### src/common/t8wg_defines.svh
// Purpose: Offsets, field positions, reset values and codes of the timer.
// Assumes: Byte addresses on a 32-bit AXI4-Lite bus, one register a word.
// Notes: Definitions only.
`ifndef T8WG_DEFINES_SVH
`define T8WG_DEFINES_SVH

`define T8WG_ADDR_W 5
`define T8WG_OFF_CONTROL 5'h00
`define T8WG_OFF_COUNT 5'h04
`define T8WG_OFF_COMPARE 5'h08
`define T8WG_OFF_STATUS 5'h0c
`define T8WG_OFF_CONFIG 5'h10

`define T8WG_BIT_FORCE 7
`define T8WG_BIT_MODE_LO 6
`define T8WG_BIT_COM_HI 5
`define T8WG_BIT_COM_LO 4
`define T8WG_BIT_MODE_HI 3

`define T8WG_ST_OVERFLOW 0
`define T8WG_ST_MATCH 1
`define T8WG_ST_COUNT 2

`define T8WG_CFG_ASYNC 0
`define T8WG_CFG_DIR 1
`define T8WG_CFG_LEVEL 2

`define T8WG_CTRL_RST 7'h00
`define T8WG_CFG_RST 3'h0
`define T8WG_BYTE_RST 8'h00
`define T8WG_CNT_MAX 8'hff
`define T8WG_CNT_BOTTOM 8'h00
`define T8WG_CNT_ONE 8'h01

`define T8WG_COM_OFF 2'h0
`define T8WG_COM_TOGGLE 2'h1
`define T8WG_COM_CLEAR 2'h2
`define T8WG_COM_SET 2'h3

`define T8WG_RESP_OKAY 2'h0
`define T8WG_RESP_SLVERR 2'h2

`endif

### src/common/t8wg_pkg.sv
// Purpose: Types shared by the timer files.
// Assumes: Nothing beyond the defines header.
// Notes: Mode codes follow the two mode bits, upper bit first.
package t8wg_pkg;

    typedef enum logic [1:0]
    {
        T8WG_NORMAL = 2'h0,
        T8WG_PHASE_PWM = 2'h1,
        T8WG_CLEAR_MATCH = 2'h2,
        T8WG_FAST_PWM = 2'h3
    } t8wg_mode_t;

endpackage

### src/core/t8wg_counter.sv
// Purpose: Eight-bit counting sequence of the timer in all four modes.
// Assumes: Tick is a one-cycle enable; load wins over a tick.
// Notes: Counting_up tells the direction of the coming step in phase mode.
`include "t8wg_defines.svh"
`timescale 1ns/10ps
`default_nettype none

module t8wg_counter #(
    parameter int WIDTH = 8
) (
    input wire logic aclk,
    input wire logic aresetn,
    input wire logic tick,
    input wire t8wg_pkg::t8wg_mode_t mode,
    input wire logic clear_hit,
    input wire logic load,
    input wire logic [WIDTH-1:0] load_value,
    output logic [WIDTH-1:0] count,
    output logic counting_up
);

    logic dir_up;
    logic [WIDTH-1:0] next_count;
    logic next_dir_up;
    wire at_max = (count == `T8WG_CNT_MAX);
    wire at_bottom = (count == `T8WG_CNT_BOTTOM);
    wire is_phase = (mode == t8wg_pkg::T8WG_PHASE_PWM);
    wire is_clear = (mode == t8wg_pkg::T8WG_CLEAR_MATCH);

    // Phase mode turns at both ends, so each end is held one tick.
    assign counting_up = dir_up ? !at_max : at_bottom;
    // Normal and fast modes wrap after 256 ticks, dual slope repeats every 510.
    assign next_dir_up = is_phase ? counting_up : 1'b1;
    assign next_count = (is_clear && clear_hit) ? `T8WG_CNT_BOTTOM :
                        (is_phase && !counting_up) ? count - `T8WG_CNT_ONE :
                        count + `T8WG_CNT_ONE;

    always_ff @(posedge aclk)
    begin
        if (!aresetn)
        begin
            count <= `T8WG_CNT_BOTTOM;
            dir_up <= 1'b1;
        end
        else if (load)
        begin
            count <= load_value;
        end
        else if (tick)
        begin
            count <= next_count;
            dir_up <= next_dir_up;
        end
    end

endmodule
`default_nettype wire

### src/core/t8wg_timer.sv
// Purpose: Eight-bit timer with waveform output behind an AXI4-Lite slave.
// Assumes: Ticks and pin inputs are synchronous to aclk.
// Notes: Write responses come two cycles after both halves are taken.
//
// Contract
// - Overflow flag set at maximum, non-phase modes.
// - Fast mode: codes 2/3 clear/set at match.
// - Fast mode code 1 toggles on match.
// - Fast mode codes 2/3 bottom spike, maximum constant level.
// - Fast mode codes 2/3 compare at top ignored, top action done.
// - Phase mode counts up, down, holds max once.
// - Phase mode period is 510 ticks, eight bits.
// - Phase mode sets overflow flag at bottom.
// - Phase mode codes 2/3 act by direction.
// - Phase mode extreme compare values give constant levels.
// - Fast mode period is 256 ticks.
// - Timer advances on selected tick enable.
// - Force strobe applies output action, non-PWM only.
// - Force strobe sets no flag, clears no counter.
// - Force strobe bit always reads zero.
// - Mode field at bits 6 and 3.
// - Compare value double-buffered in PWM modes only.
// - Nonzero output mode overrides the port pin, except code 1 in phase mode.
// - Non-PWM output modes: off, toggle, clear, set.
// - Clear-on-match mode resets counter at compare.
// - Counter write blocks the next tick's match.
// - Output mode change acts at next match.
`include "t8wg_defines.svh"
`timescale 1ns/10ps
`default_nettype none

module t8wg_timer #(
    parameter int WIDTH = 8
) (
    input wire logic aclk,
    input wire logic aresetn,
    input wire logic [`T8WG_ADDR_W-1:0] s_axi_awaddr,
    input wire logic [2:0] s_axi_awprot,
    input wire logic s_axi_awvalid,
    output logic s_axi_awready,
    input wire logic [31:0] s_axi_wdata,
    input wire logic [3:0] s_axi_wstrb,
    input wire logic s_axi_wvalid,
    output logic s_axi_wready,
    output logic [1:0] s_axi_bresp,
    output logic s_axi_bvalid,
    input wire logic s_axi_bready,
    input wire logic [`T8WG_ADDR_W-1:0] s_axi_araddr,
    input wire logic [2:0] s_axi_arprot,
    input wire logic s_axi_arvalid,
    output logic s_axi_arready,
    output logic [31:0] s_axi_rdata,
    output logic [1:0] s_axi_rresp,
    output logic s_axi_rvalid,
    input wire logic s_axi_rready,
    input wire logic timer_clock_enable,
    input wire logic osc_tick,
    output logic compare_output_pin,
    output logic compare_output_oe
);

    function automatic logic is_pwm(input t8wg_pkg::t8wg_mode_t m);
        is_pwm = (m == t8wg_pkg::T8WG_PHASE_PWM) ||
                 (m == t8wg_pkg::T8WG_FAST_PWM);
    endfunction

    function automatic logic apply_action(input logic [1:0] c,
                                          input logic cur);
        case (c)
            `T8WG_COM_TOGGLE: apply_action = !cur;
            `T8WG_COM_CLEAR: apply_action = 1'b0;
            `T8WG_COM_SET: apply_action = 1'b1;
            default: apply_action = cur;
        endcase
    endfunction

    function automatic logic mapped(input logic [`T8WG_ADDR_W-1:0] a);
        mapped = (a == `T8WG_OFF_CONTROL) || (a == `T8WG_OFF_COUNT) ||
                 (a == `T8WG_OFF_COMPARE) || (a == `T8WG_OFF_STATUS) ||
                 (a == `T8WG_OFF_CONFIG);
    endfunction

    // Register state.
    logic [6:0] timer_waveform_control;
    logic [WIDTH-1:0] compare_buffer;
    logic [WIDTH-1:0] compare_value;
    logic [2:0] config_bits;
    logic [1:0] flags;
    logic compare_output;
    logic match_block;

    // Bus state.
    logic aw_held;
    logic w_held;
    logic [`T8WG_ADDR_W-1:0] aw_addr;
    logic [31:0] w_data;
    logic [3:0] w_strb;

    // Counter.
    logic [WIDTH-1:0] count_value;
    logic counting_up;

    // Write channel sequencing; one write in flight at a time.
    wire aw_hs = s_axi_awvalid && s_axi_awready;
    wire w_hs = s_axi_wvalid && s_axi_wready;
    wire b_hs = s_axi_bvalid && s_axi_bready;
    wire wr_go = aw_held && w_held && !s_axi_bvalid;
    wire next_aw_held = aw_hs ? 1'b1 : (wr_go ? 1'b0 : aw_held);
    wire next_w_held = w_hs ? 1'b1 : (wr_go ? 1'b0 : w_held);
    wire next_bvalid = wr_go ? 1'b1 : (b_hs ? 1'b0 : s_axi_bvalid);
    wire wr_byte = wr_go && w_strb[0];
    wire [7:0] wr_data = w_data[7:0];

    // Read channel sequencing.
    wire ar_hs = s_axi_arvalid && s_axi_arready;
    wire r_hs = s_axi_rvalid && s_axi_rready;
    wire next_rvalid = ar_hs ? 1'b1 : (r_hs ? 1'b0 : s_axi_rvalid);

    // Register decode.
    wire ctrl_wr = wr_byte && (aw_addr == `T8WG_OFF_CONTROL);
    wire cnt_wr = wr_byte && (aw_addr == `T8WG_OFF_COUNT);
    wire cmp_wr = wr_byte && (aw_addr == `T8WG_OFF_COMPARE);
    wire stat_wr = wr_byte && (aw_addr == `T8WG_OFF_STATUS);
    wire cfg_wr = wr_byte && (aw_addr == `T8WG_OFF_CONFIG);

    // Mode and output-mode fields.
    wire t8wg_pkg::t8wg_mode_t mode = t8wg_pkg::t8wg_mode_t'(
        {timer_waveform_control[`T8WG_BIT_MODE_HI],
         timer_waveform_control[`T8WG_BIT_MODE_LO]});
    wire [1:0] output_mode_field =
        timer_waveform_control[`T8WG_BIT_COM_HI:`T8WG_BIT_COM_LO];
    wire output_mode_upper_bit = output_mode_field[1];
    wire pwm_mode = is_pwm(mode);
    wire phase_mode = (mode == t8wg_pkg::T8WG_PHASE_PWM);
    wire fast_mode = (mode == t8wg_pkg::T8WG_FAST_PWM);

    // Fields as they are being written, for the force strobe.
    wire t8wg_pkg::t8wg_mode_t wr_mode = t8wg_pkg::t8wg_mode_t'(
        {wr_data[`T8WG_BIT_MODE_HI], wr_data[`T8WG_BIT_MODE_LO]});
    wire [1:0] wr_com = wr_data[`T8WG_BIT_COM_HI:`T8WG_BIT_COM_LO];
    // A strobe while a PWM mode is written is dropped, so software that
    // leaves the bit set there does no harm.
    wire force_evt = ctrl_wr && wr_data[`T8WG_BIT_FORCE] && !is_pwm(wr_mode);

    // Tick selection.
    wire async_sel = config_bits[`T8WG_CFG_ASYNC];
    wire tick = async_sel ? osc_tick : timer_clock_enable;

    // Compare and top events; a counter write blocks the next match.
    wire at_max = (count_value == `T8WG_CNT_MAX);
    wire cmp_equal = (count_value == compare_value);
    wire match = tick && cmp_equal && !match_block && !cnt_wr;
    wire top_evt = tick && at_max && !cnt_wr;
    wire cmp_at_top = (compare_value == `T8WG_CNT_MAX);

    // Overflow: at maximum outside phase mode, at bottom inside it.
    wire ovf_max = !phase_mode && top_evt;
    wire ovf_bottom = phase_mode && tick && !cnt_wr && !counting_up &&
                      (count_value == `T8WG_CNT_ONE);
    wire ovf_set = ovf_max || ovf_bottom;

    // Output actions; the live field is read at the event itself.
    wire nonpwm_act = !pwm_mode && match;
    wire fast_ignore = cmp_at_top && output_mode_upper_bit;
    wire fast_match = fast_mode && match && !fast_ignore;
    wire fast_top = fast_mode && top_evt && output_mode_upper_bit;
    // In fast mode codes 2/3 a bottom compare value gives a one-tick spike after
    // the wrap, a top value leaves only the top action, so the level stays fixed.
    wire phase_act = phase_mode && match && output_mode_upper_bit;
    // At a top compare value only the down action can happen, which is the
    // top action; at bottom only the up action.
    wire phase_level = counting_up ? output_mode_field[0]
                                   : !output_mode_field[0];
    wire next_compare_output =
        force_evt ? apply_action(wr_com, compare_output) :
        phase_act ? phase_level :
        fast_top ? !output_mode_field[0] :
        (fast_match || nonpwm_act) ?
            apply_action(output_mode_field, compare_output) :
        compare_output;

    // Pin override; reserved code in phase mode stays on the port.
    wire pin_override = (output_mode_field != `T8WG_COM_OFF) &&
        !(phase_mode && output_mode_field == `T8WG_COM_TOGGLE);
    wire next_pin = pin_override ? compare_output
                                 : config_bits[`T8WG_CFG_LEVEL];

    // Read data mux; the strobe bit reads zero.
    wire [7:0] rd_byte =
        (s_axi_araddr == `T8WG_OFF_CONTROL) ? {1'b0, timer_waveform_control} :
        (s_axi_araddr == `T8WG_OFF_COUNT) ? count_value :
        (s_axi_araddr == `T8WG_OFF_COMPARE) ? compare_buffer :
        (s_axi_araddr == `T8WG_OFF_STATUS) ? {6'h00, flags} :
        (s_axi_araddr == `T8WG_OFF_CONFIG) ? {5'h00, config_bits} :
        `T8WG_BYTE_RST;

    t8wg_counter #(
        .WIDTH(WIDTH)
    ) u_counter (
        .aclk(aclk),
        .aresetn(aresetn),
        .tick(tick),
        .mode(mode),
        .clear_hit(match),
        .load(cnt_wr),
        .load_value(wr_data),
        .count(count_value),
        .counting_up(counting_up)
    );

    // Bus handshakes.
    always_ff @(posedge aclk)
    begin
        if (!aresetn)
        begin
            aw_held <= 1'b0;
            w_held <= 1'b0;
            s_axi_awready <= 1'b0;
            s_axi_wready <= 1'b0;
            s_axi_bvalid <= 1'b0;
        end
        else
        begin
            aw_held <= next_aw_held;
            w_held <= next_w_held;
            s_axi_awready <= !next_aw_held && !next_bvalid;
            s_axi_wready <= !next_w_held && !next_bvalid;
            s_axi_bvalid <= next_bvalid;
        end
    end

    always_ff @(posedge aclk)
    begin
        if (!aresetn)
        begin
            aw_addr <= `T8WG_OFF_CONTROL;
            w_data <= 32'h0000_0000;
            w_strb <= 4'h0;
            s_axi_bresp <= `T8WG_RESP_OKAY;
        end
        else
        begin
            if (aw_hs)
                aw_addr <= s_axi_awaddr;
            if (w_hs)
            begin
                w_data <= s_axi_wdata;
                w_strb <= s_axi_wstrb;
            end
            if (wr_go)
                s_axi_bresp <= mapped(aw_addr) ? `T8WG_RESP_OKAY
                                               : `T8WG_RESP_SLVERR;
        end
    end

    always_ff @(posedge aclk)
    begin
        if (!aresetn)
        begin
            s_axi_arready <= 1'b0;
            s_axi_rvalid <= 1'b0;
            s_axi_rdata <= 32'h0000_0000;
            s_axi_rresp <= `T8WG_RESP_OKAY;
        end
        else
        begin
            s_axi_arready <= !next_rvalid;
            s_axi_rvalid <= next_rvalid;
            if (ar_hs)
            begin
                s_axi_rdata <= {24'h00_0000, rd_byte};
                s_axi_rresp <= mapped(s_axi_araddr) ? `T8WG_RESP_OKAY
                                                    : `T8WG_RESP_SLVERR;
            end
        end
    end

    // Control and configuration registers.
    always_ff @(posedge aclk)
    begin
        if (!aresetn)
        begin
            timer_waveform_control <= `T8WG_CTRL_RST;
            config_bits <= `T8WG_CFG_RST;
        end
        else
        begin
            if (ctrl_wr)
                timer_waveform_control <= wr_data[6:0];
            if (cfg_wr)
                config_bits <= wr_data[2:0];
        end
    end

    // Compare value: immediate outside PWM, loaded at top inside it.
    always_ff @(posedge aclk)
    begin
        if (!aresetn)
        begin
            compare_buffer <= `T8WG_BYTE_RST;
            compare_value <= `T8WG_BYTE_RST;
        end
        else
        begin
            if (cmp_wr)
                compare_buffer <= wr_data;
            if (!pwm_mode)
                compare_value <= cmp_wr ? wr_data : compare_buffer;
            else if (top_evt)
                compare_value <= compare_buffer;
        end
    end

    // Match block lasts until the tick after a counter write.
    always_ff @(posedge aclk)
    begin
        if (!aresetn)
            match_block <= 1'b0;
        else if (cnt_wr)
            match_block <= 1'b1;
        else if (tick)
            match_block <= 1'b0;
    end

    // Sticky flags, write one to clear; a set in the clearing cycle wins.
    // The strobe never reaches these sets.
    wire [1:0] flag_set = {match, ovf_set};
    genvar gi;
    generate
        for (gi = 0; gi < 2; gi = gi + 1)
        begin : g_flag
            wire clr = stat_wr && wr_data[gi];
            always_ff @(posedge aclk)
            begin
                if (!aresetn)
                    flags[gi] <= 1'b0;
                else
                    flags[gi] <= flag_set[gi] || (flags[gi] && !clr);
            end
        end
    endgenerate

    // Waveform register and the pin.
    always_ff @(posedge aclk)
    begin
        if (!aresetn)
        begin
            compare_output <= 1'b0;
            compare_output_pin <= 1'b0;
            compare_output_oe <= 1'b0;
        end
        else
        begin
            compare_output <= next_compare_output;
            compare_output_pin <= next_pin;
            compare_output_oe <= config_bits[`T8WG_CFG_DIR];
        end
    end

endmodule
`default_nettype wire

### config.mk
export PLATFORM = sky130hd
export DESIGN_NAME = t8wg_timer
export DESIGN_NICKNAME = d
export VERILOG_FILES = /design/src/common/t8wg_pkg.sv /design/src/core/t8wg_counter.sv /design/src/core/t8wg_timer.sv
export VERILOG_INCLUDE_DIRS = /design/src /design/src/common
export SDC_FILE = /design/constraint.sdc
export NUM_CORES = 1
export LEC_CHECK = 0
export ABC_AREA = 1
export BUFFER_PORTS_ARGS = -buffer_cell sky130_fd_sc_hd__buf_2
export CAP_MARGIN = 10
export CORE_MARGIN = 2
export CORE_UTILIZATION = 53
export CTS_CLUSTER_DIAMETER = 40
export DETAILED_ROUTE_END_ITERATION = 8
export HOLD_SLACK_MARGIN = 0.08
export PLACE_DENSITY = 0.82
export SYNTH_ARGS = -nofsm -noshare
export SYNTH_HDL_FRONTEND = slang
export SYNTH_SLANG_ARGS = --single-unit
### constraint.sdc
create_clock -name aclk -period 2.2 [get_ports aclk]
set_clock_uncertainty 0.1 [all_clocks]
set_input_delay 0.22 -clock aclk [delete_from_list [all_inputs] [get_ports aclk]]
set_output_delay 0.22 -clock aclk [all_outputs]
set_load 0.1 [all_outputs]
* Word-level counts from Yosys, hierarchy flattened *
Cells that the tools add are included.
W data, S select, Z words.

operators by class
  bitwise logic cells = 1
  $add $sub $neg = 2
  equality and inequality tests = 25
  muxes and demuxes = 35
  reductions and logical operators = 84

operators by type and width
  cell                   count
  $mux W8                10
  $logic_and A1 B1 Y1    43
  $eq A5 B4 Y1 const B   4
  $mux W1                19
  $logic_not A1 Y1       18
  $eq A8 B8 Y1 const B   2
  $eq A2 B2 Y1 const B   7
  $logic_or A1 B1 Y1     14
  $eq A5 B3 Y1 const B   2
  $eq A5 B5 Y1 const B   2
  $logic_not A5 Y1       2
  $add A8 B1 Y8 const B  1
  $eq A2 B1 Y1 const B   4
  $eq A8 B1 Y1 const B   1
  $eq A8 B8 Y1           1
  $logic_not A8 Y1       1
  $sub A8 B1 Y8 const B  1
  $mux W3                2
  $pmux W1 S3            2
  $reduce_bool A6 Y1     1
  $mux W2                2
  $ne A4 B1 Y1 const B   1
  $reduce_bool A2 Y1     2
  $reduce_bool A4 Y1     1
  4 further kinds        4

storage, ports and cells
  register bits = 74
  output and inout port bits = 43
  input port bits = 61
  logic and storage cells = 172

* Logic depth before layout (Yosys ltp) *
  depth in word-level cells = 13
  gate-level depth with buffers = 15
  mapped depth without buffers = 14

* Cells and area by module *
A second synthesis with hierarchy kept.

second synthesis, totals
  cell total of the unflattened synthesis = 614
  area total of the unflattened synthesis = 4113.9 µm²

modules (own cells, without submodules)
  module        cells an instance  sequential area each (µm²)  times used  area each (µm²)
  t8wg_timer    493                1261.2                      1           3340.7
  t8wg_counter  121                180.2                       1           773.2

* Worst setup path after synthesis *
Ideal clock, no wire load.

  path type = register to register
  start point = register s_axi_bvalid
  end point = register compare_value[4]
  required time = 1987 ps
  library setup time = 113 ps
  clock period less this slack = 2332 ps
  data arrival time = 2119 ps
  path slack = -132 ps
  path buffers = 0
  stages on the path, launching flop included = 13
  cells stage by stage = dfxtp_1 inv_1 nand3_2 nor2_4 nand2_2 nand2_4 nor2_4 inv_2 nand2_2 inv_2 o2bb2ai_1 o21ai_1 inv_1

on the way
  cells in the longest elaborated chain, start to end = 7
  elaborated cells on any way between the ends = 10
  classes of those cells = eq/ne: 1; mux: 2; reduce/logical: 7

RTL lines
  what                      RTL line           source
  start: declaration        t8wg_timer.sv:46   output logic s_axi_bvalid,
  start signal: assignment  t8wg_timer.sv:228  s_axi_bvalid <= next_bvalid;
  $logic_not A1 Y1 *        t8wg_timer.sv:107  wire wr_go = aw_held && w_held && !s_axi_bvalid;
  $logic_and A1 B1 Y1 *     t8wg_timer.sv:107
  $logic_and A1 B1 Y1 *     t8wg_timer.sv:111  wire wr_byte = wr_go && w_strb[0];
  $logic_and A1 B1 Y1       t8wg_timer.sv:121  wire cnt_wr = wr_byte && (aw_addr == `T8WG_OFF_COUNT);
  $logic_not A1 Y1          t8wg_timer.sv:153  wire top_evt = tick && at_max && !cnt_wr;
  $logic_and A1 B1 Y1       t8wg_timer.sv:153
  $ne A2 B1 Y1 (no line)    n/a
  end signal: assignment    t8wg_timer.sv:301  compare_value <= `T8WG_BYTE_RST;
  end signal: assignment    t8wg_timer.sv:308  compare_value <= cmp_wr ? wr_data : compare_buffer;
  end signal: assignment    t8wg_timer.sv:310  compare_value <= compare_buffer;
  end: declaration          t8wg_timer.sv:86   logic [WIDTH-1:0] compare_value;

Every way passes the cells marked *; elsewhere a longest branch is shown, timed or not.
A chain may end at the register's enable or synchronous reset.

* Worst setup path in the final report *
  start point = register u_counter.count[0]
  end point = register compare_value[4]

on the way
  cells in the longest elaborated chain, start to end = 4

RTL lines
  what                               RTL line            source
  start: declaration                 t8wg_counter.sv:18  output logic [WIDTH-1:0] count,
  start signal: assignment           t8wg_counter.sv:42  count <= `T8WG_CNT_BOTTOM;
  start signal: assignment           t8wg_counter.sv:47  count <= load_value;
  start signal: assignment           t8wg_counter.sv:51  count <= next_count;
  $eq A8 B8 Y1 (no line)             n/a
  $logic_and A1 B1 Y1 (2 in series)  t8wg_timer.sv:153
  $ne A2 B1 Y1 (no line)             n/a

No other way between the ends.

==> flow_summary_export.csv <==
group,metric,value,unit
outcome,status,"finished, final reports clean",
yosys,synthCells,574,
worst_setup_path,start_kind,"register",
clock_network,cts_root_buffer,"clkbuf_8",
final_layout,multi_input_area,2020,um^2
global_routing,gr-total-overflow,0,
final_layout,layout-drive-gt1-share,0.160,
min_path,holdPathStages,4,
die,die_x,90.4,um
yosys,synth_edf_count,0,
timing,max-slew-margin-rel,0.553,
worst_setup_path,end_kind,"register",
pwr,p_int,0.00188,W
timing,hold_viol_final,0,
clock_network,clk_latency,350,ps
yosys,syn_area_per_cell,6.89,um^2
placed_design,numPortBuffers,44,
yosys,synth-seq-cells,72,
pwr,p_sw_frac,0.358,
yosys,synth_area,3950,um^2
timing,max_freq,495,MHz
die,initial_core_util,0.545,
timing,worstMarginPinSlew,667,ps
timing,fin_crit,2020,ps
routing,initialDrtViolationCount,367,
routing,routed_wl,10.1,mm
final_layout,layout_common_cells,"nand2_1, inv_1, dfxtp_1, nor2_1, o21ai_0",
global_routing,grt_util_met1,0.305,
worst_setup_path,crit_path_max_fanout,6,
routing,drcViolationCount,0,
clock_network,cts_sinks,72,
routing,drt_first_pass_iters,5,
pwr,switching_power,0.00105,W
global_routing,gr-usage-met2,0.438,
timing,whs,90.7,ps
global_routing,track_usage,0.253,
run,maxCapViolCount,0,
final_layout,fin_nets,700,
die,die_h,90.4,um
clock_network,cts.path.max_buffers,2,
routing,vias,3847,
routing,routed_via_density,5.21,
global_routing,antenna_found_initial,0,
timing,rsz0062_at_grt,"no",
yosys,synthArstFlopShare,0,
timing,finalCritPeriodShare,0.919,
final_layout,final_common_cell,"nand2_1",
worst_setup_path,reg2regPathDepth,11,
die,fp.coreArea,7250,um^2
final_layout,diodes,0,
yosys,yosys_warnings,0,
die,io_pins,104,
placed_design,hpwlAfterDp,7.31,mm
final_layout,syn_to_final_growth,13.8,%
worst_setup_path,cp.arrival,2170,ps
timing,fin_setup_tns,0,ps
pwr,peakVddDrop,0.405,mV
routing,final_antenna_net_count,0,
die,die_area,8170,um^2
pwr,seq_power_share,0.476,
worst_setup_path,worstSetupPathType,"register to register",
clock_network,htreeDepth,3,
clock_network,clkTransAtPathRegs,90,ps
final_layout,fillers,643,
pwr,p_per_area,651,nW/um^2
final_layout,regArea,1440,um^2
global_routing,grt_busiest_layer,"met2",
routing,avgRoutedWirePerCell,13.7,um
global_routing,grt_pass1_wl,16.7,mm
pwr,leakage,2.05,nW
clock_network,cts_tree,"built",
min_path,hp-class,"primary input to register",
pwr,power,0.00293,W
global_routing,grt_max_degree,39,
pwr,p_clk_frac,0.324,
die,row_count,31,
clock_network,cts_buffers,9,
global_routing,met3_usage,0.0401,
global_routing,grt_pass1_vias,3624,
yosys,yosysSeqAreaShare,0.365,
worst_setup_path,cp.required,2350,ps
placed_design,gp_congestion,0.951,
yosys,ys.flop_type,"dfxtp_1",
timing,final_max_slew_viol_count,0,
clock_network,postCtsSetupBuffers,0,
pwr,p_comb_frac,0.200,
yosys,synth_cell_type_count,40,
timing,setup_viol,0,
worst_setup_path,reg2reg_slack,180,ps
[layer usage]
metal	vias to the layer above	wire, um
met5	-	0
met4	0	371
met3	35	805
met2	174	4940
met1	1719	4000
li1	1919	-
[worst paths after layout]
kind,startpoint,to
max reg2reg,u_counter.count[0],compare_value[4]
min,s_axi_rready,s_axi_rvalid
min reg2reg,config_bits[1],compare_output_oe
max,u_counter.count[0],compare_value[4]
[Yosys cell counts, types with 2 or more instances]
cell	n	area, um^2
nand2_1	118	443
dfxtp_1	72	1440
inv_1	72	270
nor2_1	66	248
o21ai_0	50	250
buf_4	31	233
a21oi_1	29	145
nand3_1	19	95.1
a31oi_1	16	100
nand4_1	9	56.3
xor2_1	9	78.8
clkbuf_1	8	30.0
nand2_2	8	50.1
nor3_1	8	40.0
inv_2	6	22.5
o22ai_1	6	37.5
ha_1	5	62.6
nor2_4	5	56.3
o21a_1	4	30.0
buf_1	3	11.3
buf_2	3	15.0
nor2_2	3	18.8
o221ai_1	3	26.3
a211oi_1	2	15.0
nor3_2	2	20.0
o211ai_1	2	15.0
xnor2_1	2	17.5
[critical path: stages, from the launching register on]
cell and delay (ps):
dfxtp_1 440, ha_1 200, nand2_1 70, inv_1 120, nand4_2 170, nor2_4 230
inv_2 90, nand2_2 110, inv_2 70, o2bb2ai_1 130, o21ai_1 130, inv_1 50
[sequential cells by signal, indices dropped and copies added, names as in the netlist, 2 cells and up]
register and flops:
flags 2, u_counter.count 8, w_data 8, config_bits 3, timer_waveform_control 7, s_axi_rdata 8
aw_addr 5, compare_buffer 8, compare_value 8
[cell type report]
class | instances | share of cell area
clock inverter | 6 | 0.0100
tap | 99 | 0.0275
inverter | 79 | 0.0670
clock buffer | 10 | 0.0284
sequential | 72 | 0.321
timing repair buffer | 69 | 0.0984
multi-input combinational | 403 | 0.448
[logic make-up (layout without fill, tap and decap cells)]
logic type	after synthesis	after routing	synth area share
other cells	1	26	0.000948
flops	72	72	0.365
buf+inv	124	164	0.149
fa+ha+maj	5	5	0.0158
xor+xnor	11	11	0.0244
simple gates	245	245	0.278
compound gates	116	116	0.166
[power by group through the flow]
stage / registers [W] / logic (W) / clock network, W
after floorplan: 0.00151 / 0.000409 / 0
after global placement: 0.00142 / 0.000553 / 0
after detailed placement: 0.00142 / 0.000561 / 0
after CTS: 0.00139 / 0.000582 / 0.000946
after global routing: 0.00140 / 0.000624 / 0.00101
final: 0.00140 / 0.000585 / 0.000949
[through the flow]
step           cells  area, um^2  setup WS [ps]  utilization
4_1_cts          738        4500            225        0.620
3_5_place_dp     708        4190            226        0.577
5_1_grt          738        4500           39.1        0.620
2_1_floorplan    599        4050            137            -
3_3_place_gp     708        4190            304        0.577
6_report         738        4500            178        0.620
[what timing repair did]
action | in CTS | in global routing
endpoints found under the hold margin | 14 | 0
setup endpoints to repair | 0 | 0
resized for setup | 0 | 0
hold buffers | 14 | 0
Note: power is estimated with default switching activity, not from simulation.
